## config.mk

```make
export PLATFORM = sky130hd
export DESIGN_NAME = fab_host
export DESIGN_NICKNAME = d
export VERILOG_FILES = /design/src/core/fab_pkg.sv /design/src/core/fab_host.sv
export SDC_FILE = /design/constraint.sdc
export NUM_CORES = 1
export LEC_CHECK = 0
export BUFFER_PORTS_ARGS = -buffer_cell sky130_fd_sc_hd__buf_4
export CORE_MARGIN = 2
export CORE_UTILIZATION = 38
export DETAILED_ROUTE_END_ITERATION = 8
export MAX_ROUTING_LAYER = met4
export PLACE_DENSITY_LB_ADDON = 0.3
export SYNTH_ARGS = -nofsm -noshare
export SYNTH_HDL_FRONTEND = slang
export SYNTH_SLANG_ARGS = --single-unit
```

## constraint.sdc

```tcl
create_clock -name clk_i -period 2.46 [get_ports clk_i]
set_input_delay 0.123 -clock clk_i [delete_from_list [all_inputs] [get_ports clk_i]]
set_output_delay 0.123 -clock clk_i [all_outputs]
set_load 0.01 [all_outputs]
```

## src/core/fab_pkg.sv

```systemverilog
// fab_pkg: shared constants and carrier types for the flash bus host controller
// assumes a 20 MHz system clock; all pin timings are derived from it here
package fab_pkg;
  localparam int unsigned CLK_NS = 50;
  localparam int unsigned ADDR_W = 21;
  localparam int unsigned DATA_W = 16;
  // times in ns as printed
  localparam int unsigned READ_CYCLE_NS = 90;
  localparam int unsigned OE_ACCESS_NS = 40;
  localparam int unsigned POLL_OE_HOLD_NS = 10;
  localparam int unsigned POLL_OE_HIGH_NS = 20;
  localparam int unsigned RESET_PULSE_MIN_NS = 500;
  localparam int unsigned RESET_RELEASE_NS = 50;
  localparam int unsigned WORD_ACTIVE_NS = 90;
  localparam int unsigned WRITE_PULSE_NS = 35;
  localparam int unsigned WRITE_HIGH_NS = 30;
  localparam int unsigned BUSY_DELAY_NS = 90;
  // least times round up, never below one cycle
  function automatic int unsigned cyc_min(input int unsigned ns);
    int unsigned c;
    c = (ns + CLK_NS - 1) / CLK_NS;
    return (c < 1) ? 1 : c;
  endfunction
  localparam int unsigned READ_CYCLE_CYC = cyc_min(READ_CYCLE_NS);
  localparam int unsigned OE_ACCESS_CYC = cyc_min(OE_ACCESS_NS);
  localparam int unsigned POLL_OE_HOLD_CYC = cyc_min(POLL_OE_HOLD_NS);
  localparam int unsigned POLL_OE_HIGH_CYC = cyc_min(POLL_OE_HIGH_NS);
  localparam int unsigned RESET_PULSE_CYC = cyc_min(RESET_PULSE_MIN_NS);
  localparam int unsigned RESET_RELEASE_CYC = cyc_min(RESET_RELEASE_NS);
  localparam int unsigned WORD_ACTIVE_CYC = cyc_min(WORD_ACTIVE_NS);
  localparam int unsigned WRITE_PULSE_CYC = cyc_min(WRITE_PULSE_NS);
  localparam int unsigned WRITE_HIGH_CYC = cyc_min(WRITE_HIGH_NS);
  localparam int unsigned BUSY_DELAY_CYC = cyc_min(BUSY_DELAY_NS);
  localparam int unsigned CNT_W = 8;
  typedef enum logic [1:0] {
    FAB_OP_READ,
    FAB_OP_WRITE,
    FAB_OP_POLL,
    FAB_OP_RESET
  } fab_op_t;
  typedef struct packed {
    fab_op_t op;
    logic [ADDR_W-1:0] addr;
    logic [DATA_W-1:0] wdata;
  } fab_req_t;
  typedef struct packed {
    logic sel_n;
    logic oe_n;
    logic we_n;
    logic reset_n;
    logic width_select;
    logic [ADDR_W-1:0] addr;
    logic [DATA_W-1:0] dq_o;
    logic dq_oe;
  } fab_pins_t;
endpackage

```

## src/core/fab_host.sv

```systemverilog
// fab_host: host-side sequencer driving the asynchronous flash bus pins
// assumes dq and ready_busy_n come from the flash pins and are unsynchronised
module fab_host #(
  parameter int unsigned RESET_HOLD_CYC = fab_pkg::RESET_PULSE_CYC
) (
  input wire logic clk_i,
  input wire logic rst_b_i,
  input wire logic req_valid_i,
  input wire fab_pkg::fab_req_t req_i,
  input wire logic word_mode_i,
  output logic req_ready_o,
  output logic rsp_valid_o,
  output logic [fab_pkg::DATA_W-1:0] rsp_data_o,
  output logic busy_o,
  output fab_pkg::fab_pins_t pins_o,
  input wire logic [fab_pkg::DATA_W-1:0] dq_i,
  input wire logic ready_busy_n_i
);
  typedef enum logic [3:0] {
    FAB_IDLE, FAB_RD, FAB_RD_GAP, FAB_WR_LOW, FAB_WR_HIGH, FAB_WAIT_BUSY,
    FAB_RST_LOW, FAB_RST_HIGH, FAB_WIDTH
  } fab_state_t;
  typedef struct packed {
    fab_state_t st;
    logic [fab_pkg::CNT_W-1:0] cnt;
    logic poll;
    fab_pkg::fab_pins_t pins;
    logic req_ready;
    logic rsp_valid;
    logic [fab_pkg::DATA_W-1:0] rsp_data;
    logic busy;
    logic [fab_pkg::DATA_W-1:0] dq_s1;
    logic [fab_pkg::DATA_W-1:0] dq_s2;
    logic rb_s1;
    logic rb_s2;
    logic [fab_pkg::CNT_W-1:0] we_gap;
  } fab_host_state_t;
  fab_host_state_t s_reg;
  fab_host_state_t s_next;

  function automatic logic [fab_pkg::CNT_W-1:0] cw(input int unsigned v);
    return fab_pkg::CNT_W'(v);
  endfunction

  // Behaviour
  // - each read cycle from address change to next lasts at least 90 ns
  // - wait 10 ns after write strobe rises before status poll read enable
  // - keep output enable high 20 ns between successive status polls
  // - hold reset low 500 ns, then wait 50 ns before first read
  // - allow 90 ns after selecting word mode before expecting valid data
  // - raise output enable before write strobe falls, 0 ns apart
  // - write address may be set 0 ns before the latching strobe edge
  always_comb
  begin
    s_next = s_reg;
    s_next.rsp_valid = 1'b0;
    s_next.dq_s1 = dq_i;
    s_next.dq_s2 = s_reg.dq_s1;
    s_next.rb_s1 = ready_busy_n_i;
    s_next.rb_s2 = s_reg.rb_s1;
    if (s_reg.we_gap != '0)
    begin
      s_next.we_gap = s_reg.we_gap - cw(1);
    end
    if (s_reg.cnt != '0)
    begin
      s_next.cnt = s_reg.cnt - cw(1);
    end
    unique case (s_reg.st)
      FAB_IDLE:
      begin
        s_next.req_ready = 1'b0;
        if (word_mode_i != s_reg.pins.width_select)
        begin
          // width change only between cycles; word mode needs settle time
          s_next.pins.width_select = word_mode_i;
          s_next.cnt = cw(fab_pkg::WORD_ACTIVE_CYC);
          s_next.st = FAB_WIDTH;
        end
        else if (s_reg.req_ready && req_valid_i)
        begin
          s_next.pins.addr = req_i.addr;
          s_next.poll = (req_i.op == fab_pkg::FAB_OP_POLL);
          unique case (req_i.op)
            fab_pkg::FAB_OP_WRITE:
            begin
              s_next.pins.oe_n = 1'b1;
              s_next.pins.sel_n = 1'b0;
              s_next.pins.we_n = 1'b0;
              s_next.pins.dq_o = req_i.wdata;
              s_next.pins.dq_oe = 1'b1;
              s_next.cnt = cw(fab_pkg::WRITE_PULSE_CYC);
              s_next.st = FAB_WR_LOW;
            end
            fab_pkg::FAB_OP_RESET:
            begin
              s_next.pins.reset_n = 1'b0;
              s_next.cnt = cw(RESET_HOLD_CYC);
              s_next.st = FAB_RST_LOW;
            end
            default:
            begin
              s_next.pins.sel_n = 1'b0;
              s_next.pins.oe_n = 1'b0;
              // read cycle spans the read cycle time plus two cycles for the dq synchroniser
              s_next.cnt = cw(fab_pkg::READ_CYCLE_CYC + 2);
              s_next.st = FAB_RD;
            end
          endcase
        end
        else if (s_reg.we_gap == '0 && !(s_reg.busy && s_reg.rb_s2 == 1'b0))
        begin
          s_next.req_ready = 1'b1;
        end
      end
      FAB_RD:
      begin
        if (s_reg.cnt == cw(1))
        begin
          // sample before releasing strobes since hold is only 0 ns
          s_next.rsp_data = s_reg.pins.width_select ? s_reg.dq_s2 : {8'h00, s_reg.dq_s2[7:0]};
          s_next.rsp_valid = 1'b1;
          s_next.pins.oe_n = 1'b1;
          s_next.pins.sel_n = 1'b1;
          s_next.cnt = cw(s_reg.poll ? fab_pkg::POLL_OE_HIGH_CYC : 1);
          s_next.st = FAB_RD_GAP;
        end
      end
      FAB_RD_GAP:
      begin
        if (s_reg.cnt == cw(1))
        begin
          s_next.st = FAB_IDLE;
        end
      end
      FAB_WR_LOW:
      begin
        if (s_reg.cnt == cw(1))
        begin
          s_next.pins.we_n = 1'b1;
          s_next.pins.sel_n = 1'b1;
          s_next.cnt = cw(fab_pkg::WRITE_HIGH_CYC);
          s_next.we_gap = cw(fab_pkg::POLL_OE_HOLD_CYC);
          s_next.st = FAB_WR_HIGH;
        end
      end
      FAB_WR_HIGH:
      begin
        if (s_reg.cnt == cw(1))
        begin
          s_next.pins.dq_oe = 1'b0;
          s_next.cnt = cw(fab_pkg::BUSY_DELAY_CYC + 2);
          s_next.st = FAB_WAIT_BUSY;
        end
      end
      FAB_WAIT_BUSY:
      begin
        // allow the busy flag time to appear before trusting ready
        if (s_reg.rb_s2 == 1'b0)
        begin
          s_next.busy = 1'b1;
        end
        if (s_reg.cnt == cw(1))
        begin
          s_next.st = FAB_IDLE;
        end
      end
      FAB_RST_LOW:
      begin
        if (s_reg.cnt == cw(1))
        begin
          s_next.pins.reset_n = 1'b1;
          s_next.cnt = cw(fab_pkg::RESET_RELEASE_CYC);
          s_next.st = FAB_RST_HIGH;
        end
      end
      FAB_RST_HIGH, FAB_WIDTH:
      begin
        if (s_reg.cnt == cw(1))
        begin
          s_next.st = FAB_IDLE;
        end
      end
    endcase
    if (s_reg.busy && s_reg.rb_s2 == 1'b1 && s_reg.st != FAB_WAIT_BUSY)
    begin
      s_next.busy = 1'b0;
    end
  end

  always_ff @(posedge clk_i)
  begin
    if (!rst_b_i)
    begin
      s_reg <= '0;
      s_reg.st <= FAB_IDLE;
      s_reg.pins.sel_n <= 1'b1;
      s_reg.pins.oe_n <= 1'b1;
      s_reg.pins.we_n <= 1'b1;
      s_reg.pins.reset_n <= 1'b1;
      s_reg.pins.width_select <= 1'b1;
      s_reg.rb_s1 <= 1'b1;
      s_reg.rb_s2 <= 1'b1;
    end
    else
    begin
      s_reg <= s_next;
    end
  end

  assign req_ready_o = s_reg.req_ready;
  assign rsp_valid_o = s_reg.rsp_valid;
  assign rsp_data_o = s_reg.rsp_data;
  assign busy_o = s_reg.busy;
  assign pins_o = s_reg.pins;

  property p_rd_len;
    @(posedge clk_i) disable iff (!rst_b_i)
      $fell(pins_o.oe_n) |-> pins_o.oe_n == 1'b0 [*2] ##1 !pins_o.oe_n;
  endproperty
  a_rd_len: assert property (p_rd_len) else $error("read strobe too short");
  property p_rst_len;
    @(posedge clk_i) disable iff (!rst_b_i)
      $fell(pins_o.reset_n) |-> !pins_o.reset_n [*8] ##1 !pins_o.reset_n ##1 !pins_o.reset_n;
  endproperty
  a_rst_len: assert property (p_rst_len) else $error("reset pulse too short");
  property p_rst_to_read;
    @(posedge clk_i) disable iff (!rst_b_i)
      $rose(pins_o.reset_n) |-> pins_o.oe_n [*2];
  endproperty
  a_rst_to_read: assert property (p_rst_to_read) else $error("read too soon after reset");
  property p_we_oe;
    @(posedge clk_i) disable iff (!rst_b_i)
      !pins_o.we_n |-> pins_o.oe_n;
  endproperty
  a_we_oe: assert property (p_we_oe) else $error("write strobe low with output enable low");
  property p_poll_gap;
    @(posedge clk_i) disable iff (!rst_b_i)
      $rose(pins_o.oe_n) |=> pins_o.oe_n;
  endproperty
  a_poll_gap: assert property (p_poll_gap) else $error("output enable high gap too short");
  property p_we_to_poll;
    @(posedge clk_i) disable iff (!rst_b_i)
      $rose(pins_o.we_n) |-> pins_o.oe_n [*2];
  endproperty
  a_we_to_poll: assert property (p_we_to_poll) else $error("read too soon after write");
  property p_word_settle;
    @(posedge clk_i) disable iff (!rst_b_i)
      $rose(pins_o.width_select) |-> !rsp_valid_o [*2];
  endproperty
  a_word_settle: assert property (p_word_settle) else $error("response too soon after word mode");
  property p_wr_pulse;
    @(posedge clk_i) disable iff (!rst_b_i)
      $fell(pins_o.we_n) |-> !pins_o.we_n ##1 pins_o.we_n;
  endproperty
  a_wr_pulse: assert property (p_wr_pulse) else $error("write pulse length wrong");
endmodule

```

# After elaboration in Yosys (flattened, before gate mapping)
# Index checks and enable logic that the tools add are counted.
[word_totals]
register_bits = 117
in_bits = 60
elab_cells = 112
[op_classes]
addsub = 2
eq_ne = 25
n_mux = 33
bitwise = 3
n_reduce_logical = 29
[ops]
columns = ["operator", "count"]
rows = [
  ["12-bit 2-to-1 mux", 5],
  ["8-bit one-hot mux with 5 select lines", 1],
  ["17-bit 2-to-1 mux", 2],
  ["8-bit 2-to-1 mux", 4],
  ["4-bit one-hot mux with 6 select lines", 1],
  ["11-bit one-hot mux with 2 select lines", 1],
  ["5-bit AND reduction", 4],
  ["4-bit by 3-bit equality test with 1-bit output, second input constant", 4],
  ["16-bit 2-to-1 mux", 1],
  ["8-bit nonzero test", 2],
  ["8-bit by 1-bit subtractor with 8-bit output, second input constant", 2],
  ["2-bit inequality test, second input constant", 7],
  ["6-bit AND reduction", 2],
  ["4-bit by 2-bit equality test with 1-bit output, second input constant", 2],
  ["8-bit by 1-bit equality test with 1-bit output, second input constant", 1],
  ["8-bit logical NOT", 1],
  ["1-bit 2-to-1 mux", 8],
  ["4-bit 2-to-1 mux", 2],
  ["1-bit one-hot mux with 2 select lines", 4],
  ["2-bit AND reduction", 4],
  ["2-bit nonzero test", 4],
  ["2-bit by 1-bit inequality test with 1-bit output, second input constant", 3],
  ["1-bit logical AND", 5],
  ["2-bit equality test, second input constant", 2],
  ["other kinds (17)", 20],
]

# Longest topological paths before layout
# Gate-level depths: netlist of the first run.
[logic_depth]
depth_word = 8
mapped_depth = 8

# Worst setup path after synthesis of the first run
# No wires, ideal clock.
[synth_timing]
path_kind = "reg2reg"
startpoint = "register s_reg[105] in the netlist's numbering"
endpoint = "register s_reg (netlist bit rsp_data_o[14])"
arrival_time_ns = 1.744
t_required_ns = 2.390
slack_ns = 0.646
stages_incl_launch_ff = 8
synth_period_minus_slack_ns = 1.814
path_cell_list = "dfxtp_1 > ha_1 > nor3b_1 > and4_1 > buf_2 > buf_2 > nand3_1 > a21oi_1"
[synth_via]
elab_chain_cells = 2
[synth_lines]
columns = ["element", "line", "text"]
rows = [
  ["start, declared", "fab_host.sv:38", "fab_host_state_t s_reg;"],
  ["start signal, assigned", "fab_host.sv:207", "s_reg <= s_next;"],
  ["8-bit by 1-bit equality test with 1-bit output", "fab_host.sv:118", "if (s_reg.cnt == cw(1))"],
  ["2-bit AND reduction (no line)", "n/a", ""],
]
# No other way between the ends.
# A chain may end at the register's enable or synchronous reset.

# Worst setup path after layout of the first run
[layout_timing]
startpoint = "register s_reg[105] in the netlist's numbering"
endpoint = "register s_reg[115] in the netlist's numbering"
[layout_via]
elab_chain_cells = 3
[layout_lines]
columns = ["element"]
rows = [
  ["8-bit by 1-bit equality test with 1-bit output (*)"],
  ["2-bit inequality test (no line) / 2-bit by 1-bit inequality test with 1-bit output (equally long branches)"],
  ["6-bit AND reduction (no line) (*)"],
]
# Every way passes the cells marked *; elsewhere a longest branch is shown, timed or not.

==> results of run 1 <==
[power groups by stage]
stage               clock network (mW)  logic [mW]  registers [mW]
finish                            2.30        1.58            2.22
global route                      2.45        1.77            2.25
CTS                               2.37        1.58            2.22
detailed placement                   0        1.49            2.26
global placement                     0        1.46            2.25
floorplan                            0        1.16            2.20
[cell families after synthesis]
kind of cell / after synthesis
muxes: 2
AOI/OAI and AO/OA: 104
adders and majority gates: 5
DFF: 116
buffers and inverters: 100
xor gates and xnor gates: 15
and+or+nand+nor: 234
[per-stage QoR]
stage                     utilization [%]  worst slack (ns)  instance area, sq um
after detailed placement            44.00            0.4703                  5553
final                               52.78            0.4321                  6660
after CTS                           52.78            0.4503                  6660
after global routing                52.78            0.2404                  6660
after global placement              44.00            0.4505                  5553
after floorplan                         -            0.6458                  4903
[worst min-delay path: stages]
cell and delay, ns:
buf_4 0.11, a21oi_1 0.06, o21ai_0 0.13
[worst max path at each step]
stage	from	endpoint	slack [ns]	cells after the start
2_1_floorplan	s_reg[105]	rsp_data_o[14]	0.65	7
3_3_place_gp	s_reg[115]	s_reg[107]	0.45	5
3_5_place_dp	s_reg[105]	s_reg[115]	0.47	5
4_1_cts	s_reg[105]	s_reg[115]	0.45	5
5_1_grt	s_reg[115]	s_reg[107]	0.24	5
6_report	s_reg[105]	s_reg[115]	0.43	5
[placed cells by master, fill, tap and decap left out, types with 7 or more instances in the layout]
| master | count |
|---|---|
| inv_1 | 8 |
| o21ai_0 | 10 |
| and2_1 | 33 |
| dfxtp_1 | 116 |
| dlygate4sd3_1 | 55 |
| xnor2_1 | 10 |
| a21oi_1 | 67 |
| buf_4 | 135 |
| nor2_1 | 24 |
| nand3_1 | 15 |
| nand2_1 | 115 |
| clkbuf_16 | 17 |
| nor3_1 | 7 |
[per-layer routing]
| metal | routed length [um] | track usage [%] | share of wire (%) |
|---|---|---|---|
| met3 | 764 | 4.409 | 6.3 |
| met4 | 141 | 7.154 | 1.2 |
| met2 | 5963 | 30.59 | 49 |
| met1 | 5305 | 22.27 | 44 |
| met5 | 0 | - | 0 |
[cells in the mapped netlist (4+ instances only)]
| library cell | instances | area [sq um] |
|---|---|---|
| xnor2_1 | 10 | 87.58 |
| a21oi_1 | 67 | 335.3 |
| o21ai_0 | 10 | 50.05 |
| a31oi_1 | 4 | 25.02 |
| buf_4 | 59 | 442.9 |
| ha_1 | 5 | 62.56 |
| dfxtp_1 | 116 | 2322 |
| clkbuf_1 | 18 | 67.56 |
| and2_1 | 33 | 206.5 |
| buf_2 | 13 | 65.06 |
| nor2b_1 | 4 | 25.02 |
| nand4_1 | 4 | 25.02 |
| xor2_1 | 5 | 43.79 |
| nand3_1 | 15 | 75.07 |
| nor4_1 | 5 | 31.28 |
| nor3_1 | 7 | 35.03 |
| o211ai_1 | 4 | 30.03 |
| nor2_1 | 24 | 90.09 |
| and4_1 | 4 | 35.03 |
| inv_1 | 8 | 30.03 |
| nand2_1 | 115 | 431.7 |
[cell type report]
cell class                 instances  area [sq um]  area share [%]
sequential                       116          2322           34.87
multi-input combinational        360          1968           29.55
tap                              172         215.2           3.231
timing repair buffer             190          1564           23.48
clock buffer                      18         429.2           6.444
clock inverter                    13         127.6           1.916
inverter                           9         33.78          0.5072
[what timing repair did]
item                                   4_1_cts  5_1_grt
hold buffers                                55        0
buffers inserted                             0        0
endpoints found under the hold margin       55        0
==> metrics.md, run 1 <==
| Metric | Value |
|---|---|
| Finish-stage setup viols | `0` |
| Clock Latency Late Sink | `0.40 ns` |
| Hold_sp | `req_i[38]` |
| Avg Synthesized Cell Area | `8.513 sq um` |
| Vias per cell | `4.801` |
| Number of max-cap violations | `0` |
| First-pass GRT wire length | `20.32 mm` |
| Setup TNS | `0 ns` |
| Startpoint Class | `flip-flop` |
| Fillcell total | `1160` |
| Critical path required time | `2.75 ns` |
| Post-synth EDFFs | `0` |
| Register area share after synthesis | `47.36%` |
| Die span in x | `117.6 um` |
| Top delay family on crit path | `simple AND/OR/NAND/NOR gates` |
| Post-CTS resize count | `0` |
| Mux contribution to synthesized area | `0.4338%` |
| Num CTS Buffers | `17` |
| DRT Wirelength | `12.17 mm` |
| Final Cycle Share | `82.44%` |
| Compound-Gate Fraction of Synth Area | `12.55%` |
| Clk buf depth | `2` |
| CP bufs+invs | `0` |
| Share of cells above drive strength 1 | `25.07%` |
| Clk root buf | `clkbuf_16` |
| Clock power share | `37.7%` |
| CP max-delay cell | `or3b_1` |
| CTS tree | `built` |
| Worst R2R Setup Slack | `0.43 ns` |
| Max-slew headroom | `60.76%` |
| Sw Pwr | `1.941 mW` |
| Final Max Tran Viols | `0` |
| H-tree depth | `4` |
| Row Count | `41` |
| Comb pwr share | `25.9%` |
| DR WL/cell | `13.87 um` |
| Final hold viol count | `0` |
| PortBufs | `121` |
| Ys flop type | `dfxtp_1` |
| Vias | `4215` |
| Async SR Flop Fraction | `0%` |
| Post-Synth Simple-Gate Area | `23.19%` |
| Die area | `13830 sq um` |
| ANT nets after route | `0` |
| Sequential share of power | `36.4%` |
| Fin nets | `759` |
| VDD IR max | `0.5248 mV` |
| Drt initial violations | `290` |
| Syn_nets | `641` |
| DRC viols | `0` |
| Grt total ovfl | `0` |
| Gpl congestion | `0.9273` |
| Reg-to-reg startpoint | `s_reg[105]` |
| WS Path Type | `reg -> reg` |
| Initial core utilization | `38.86%` |
| Int Power | `4.167 mW` |
| Clock Sinks | `116` |
| Max Clock Freq | `493.1 MHz` |
| Post-Layout Cell Count | `878` |
| Post-Synth Adder-Cell Area | `1.276%` |
| Crit-path cells | `ha_1, or3b_1, nor2_1, a21oi_1, o31a_1` |
| Die H | `117.6 um` |
| Total Power | `6.108 mW` |
| Tmin final | `2.028 ns` |
| Largest stage delay, worst path | `0.47 ns` |
| Largest net degree at the start of global routing | `53` |
| Leakage | `2.715 nW` |
| Clk_skew | `0.007030 ns` |
| Cell Count Post-Placement | `792` |
| GRT Util Overall | `18.64%` |
| Antenna Cells | `0` |
| Initial antenna violation count | `0` |
| PwrDens | `917.1 nW/um^2` |
| Switching share of power | `31.77%` |
| CP max FO | `7` |
| XOR/XNOR Fraction of Synth Area | `2.679%` |
| Synth Instances | `576` |
| Vias in the first global route | `4166` |
| Max reg flops | `43` |
| HPWL after DPL | `8.083 mm` |
| Clk slew on worst S/H paths | `0.06 ns` |
| Pre-antenna DRT Iters | `4` |
| Status | `finished clean` |
| Ys Warns | `0` |
| Count of different cell masters after synthesis | `54` |
| Hold EP | `pins_o[42]` |
| Worst hold margin | `0.06804 ns` |
| Post-Syn Area | `4903 sq um` |
| RSZ-0062 raised after global routing | `no` |
| Core Footprint | `12620 sq um` |
| Worst Tran Pin Value | `0.5795 ns` |
| Synth Register Bits | `116` |
| Reg2reg path depth | `5` |
| Worst Hold Class | `in -> reg` |
| Largest family of logic cells by synthesized area | `simple AND/OR/NAND/NOR gates` |
| IO Pins | `122` |
| Worst hold stages | `3` |
| WP data arrival | `2.32 ns` |
| Critical R2R Capture | `s_reg[115]` |
| Area grow syn2layout | `35.83%` |
| Worst setup EP type | `flip-flop` |
No activity file was read; power rests on OpenSTA's default activity.
==> inputs of run 2 (changes only) <==
Settings changed: ABC_AREA from default to 1.
Clock period 2.46 ns to 1.7 ns, I/O delays scaled along.
==> run 2 against run 1 <==
  * Cell area rose by 4.0%
  * Register-to-register slack got worse by 0.30 ns
  * Maximum frequency rose by 30%
  * Area after synthesis rose by 4.2%
  * Die area rose by 4.1%
  * Global-route usage fell by 0.74 points
  * Critical path depth rose by 1
  * Sequential share of layout area fell by 1.3 points
  * Combinational power rose by 110%
  * Non-clock buffer count fell by 3
  * Sequential cell count did not move
  * Total power rose by 65%
==> metrics.md, run 2 <==
| Metric | Value |
|---|---|
| Status | `finished clean` |
| Register area share after synthesis | `45.43% (-1.9 points)` |
| Sw Pwr | `3.391 mW (+75%)` |
| Commonest non-fill, non-tap cell in the layout | `buf_4` |
| Clk root buf | `clkbuf_16` |
| Leakage | `3.433 nW (+26%)` |
| Largest net degree at the start of global routing | `39 (-26%)` |
| Final WS setup | `0.1365 ns (-0.2955 ns)` |
| Max-slew headroom | `77.03% (+16 points)` |
| Clk_skew | `0.009072 ns (+0.002042 ns)` |
| H-tree depth | `4 (unchanged)` |
| Initial antenna violation count | `0 (unchanged)` |
| Finish-stage setup viols | `0 (unchanged)` |
| Comb pwr share | `32.1% (+6.2 points)` |
| Total Power | `10.09 mW (+65%)` |
| Die H | `120.0 um (+2.0%)` |
| Critical path required time | `2.00 ns (-0.75 ns)` |
| PwrDens | `1457 nW/um^2 (+59%)` |
| Async SR Flop Fraction | `0% (unchanged)` |
| Switching share of power | `33.60% (+1.8 points)` |
| CP max-delay cell | `dfxtp_1` |
| Worst setup EP type | `flip-flop` |
| Post-Syn Area | `5111 sq um (+4.2%)` |
| Synth Instances | `663 (+15%)` |
| VDD IR max | `0.6607 mV (+26%)` |
| Clock Latency Late Sink | `0.42 ns (+0.02 ns)` |
| Die area | `14390 sq um (+4.1%)` |
| Tmin final | `1.563 ns (-0.4645 ns)` |
| Setup Slack @ Placement | `0.03713 ns (-0.4332 ns)` |
| Vias | `4350 (+3.2%)` |
| WS Path Type | `reg -> reg` |
| Vias per cell | `4.457 (-7.2%)` |
| Antenna Cells | `0 (unchanged)` |
| Pre-antenna DRT Iters | `4 (unchanged)` |
| Worst Hold Class | `in -> reg` |
| Largest stage delay, worst path | `0.40 ns (-0.07 ns)` |
| Count of different cell masters after synthesis | `38 (-30%)` |
| ANT nets after route | `0 (unchanged)` |
| Number of max-cap violations | `0 (unchanged)` |
| IO Pins | `122 (unchanged)` |
| Crit-path cells | `nor2_4, nand2_4, nor2_4, nand3_4, o21ai_1, a21oi_1` |
| Setup TNS | `0 ns (unchanged)` |
| Max reg flops | `43 (unchanged)` |
| Final Cycle Share | `91.97% (+9.5 points)` |
| Syn_nets | `728 (+14%)` |
| Max Clock Freq | `639.6 MHz (+30%)` |
| Placed cell area | `5713 sq um (+2.9%)` |
| GRT Util Overall | `17.90% (-0.74 points)` |
| Post-synth EDFFs | `0 (unchanged)` |
| HPWL after DPL | `8.000 mm (-1.0%)` |
| Post-synth top area share | `45.43% (-1.9 points)` |
| Die span in x | `120.0 um (+2.0%)` |
| Top delay family on crit path | `simple AND/OR/NAND/NOR gates` |
| CTS tree | `built` |
| Clk slew on worst S/H paths | `0.05 ns (about the same)` |
| Cell taking the most area after synthesis | `dfxtp_1` |
| Initial core utilization | `38.75% (-0.11 points)` |
| Synth Register Bits | `116 (unchanged)` |
| Ys flop type | `dfxtp_1` |
| Clock power share | `35.1% (-2.6 points)` |
| Synth top cells by count | `117 x nand2_1, 116 x dfxtp_1, 89 x nor2_1, 77 x inv_1, 61 x buf_4` |
| Grt total ovfl | `0 (unchanged)` |
| Area grow syn2layout | `35.50%` |
| Vias in the first global route | `4176 (+0.24%)` |
| Row Count | `42 (+2.4%)` |
| Leading cell types in the layout, fill and taps excluded | `129 x buf_4, 117 x nand2_1, 116 x dfxtp_1` |
| Gpl congestion | `0.8695 (-6.2%)` |
| WP data arrival | `1.86 ns (-0.46 ns)` |
| Synth area leaders | `dfxtp_1 45%, buf_4 9.0%, nand2_1 8.6%` |
| Drt initial violations | `203 (-30%)` |
| Int Power | `6.702 mW (+61%)` |
| Crit path top cell by count | `nor2_4` |
| Startpoint Class | `flip-flop` |
| RSZ-0062 raised after global routing | `no` |
| Clk buf depth | `2 (unchanged)` |
| Ys Warns | `0 (unchanged)` |
| Core Footprint | `13190 sq um (+4.5%)` |
| Final Max Tran Viols | `0 (unchanged)` |
| Top-count cell post-synth | `nand2_1` |
| CP max FO | `16 (+9)` |
| Worst hold margin | `0.05915 ns (-0.008886 ns)` |
| PortBufs | `121 (unchanged)` |
| Num CTS Buffers | `17 (unchanged)` |
| Worst Tran Pin Value | `0.3440 ns (-0.2355 ns)` |
| First-pass GRT wire length | `19.55 mm (-3.8%)` |
| DRT Wirelength | `12.24 mm (+0.55%)` |
| CP bufs+invs | `0 (unchanged)` |
| Share of cells above drive strength 1 | `24.75% (-0.32 points)` |
| Sequential share of power | `32.7% (-3.7 points)` |
| Fin nets | `853 (+12%)` |
| Final instance area | `6925 sq um (+4.0%)` |
| Avg Synthesized Cell Area | `7.709 sq um (-9.4%)` |
| DR WL/cell | `12.54 um (-9.5%)` |
| Clock Sinks | `116 (unchanged)` |
| Final hold viol count | `0 (unchanged)` |
| DRC viols | `0 (unchanged)` |
## run 2: path summary, 6_finish.rpt
kind | startpoint | endpoint | slack [ns] | cells past startpoint
worst max-delay path | s_reg[113] | pins_o[2] | 0.14 | 6
worst min-delay path | rst_b_i | s_reg[14] | 0.06 | 3
worst max register to register | s_reg[113] | pins_o[2] | 0.14 | 6
worst min register to register | s_next[23] | s_reg[23] | 0.41 | 2
## run 2: final cells by class
cell class	count	area (sq um)
flip-flops and latches	116	2322
inverters	85	330.3
fillers	1218	6265
well taps	176	220.2
clock inverters	8	98.84
multi-input cells	381	1886
clock buffers	23	498.0
repair buffers	187	1570
## run 2: power by group through the flow
stage | sequential, mW | clock (mW) | combinational (mW)
floorplan | 3.29 | 0 | 2.49
CTS | 3.30 | 3.62 | 3.17
global route | 3.35 | 3.77 | 3.66
global placement | 3.34 | 0 | 2.98
finish | 3.30 | 3.55 | 3.24
detailed placement | 3.36 | 0 | 3.03
## run 2: per-layer routing
metal / share of wire (%) / vias up / global-route usage [%]
met4: 2.1 / 0 / 6.838
li1: - / 2254 / -
met1: 45 / 1955 / 20.62
met2: 48 / 121 / 29.05
met5: 0 / - / -
met3: 5.1 / 20 / 5.798
## run 2: logic make-up after synthesis
group / count (synthesis) / synth area share, %
adder cells (fa/ha/maj): 5 / 1.224
XOR/XNOR: 11 / 1.885
AND/OR/NAND/NOR: 267 / 23.45
flip-flops: 116 / 45.43
buffers and inverters: 167 / 18.11
AO/OA/AOI/OAI: 97 / 9.890
## run 2: what timing repair did
action | in CTS | in global routing
buffers inserted | 0 | 3
gates resized for setup | 0 | 5
pin swaps | 0 | 2
hold endpoints to repair | 55 | 0
cloned | 1 | 0
endpoints found under the setup margin | 1 | 31
hold buffers | 55 | 0
## run 2: per-stage QoR
stage | instances | utilization, %
final | 976 | 52.50
after CTS | 973 | 52.09
after floorplan | 663 | -
after global routing | 976 | 52.50
after detailed placement | 886 | 43.31
after global placement | 886 | 43.31
## run 2: worst min-delay path, cell delays in order
cell     delay (ns)
buf_4          0.22
nand2_1        0.09
inv_1          0.03
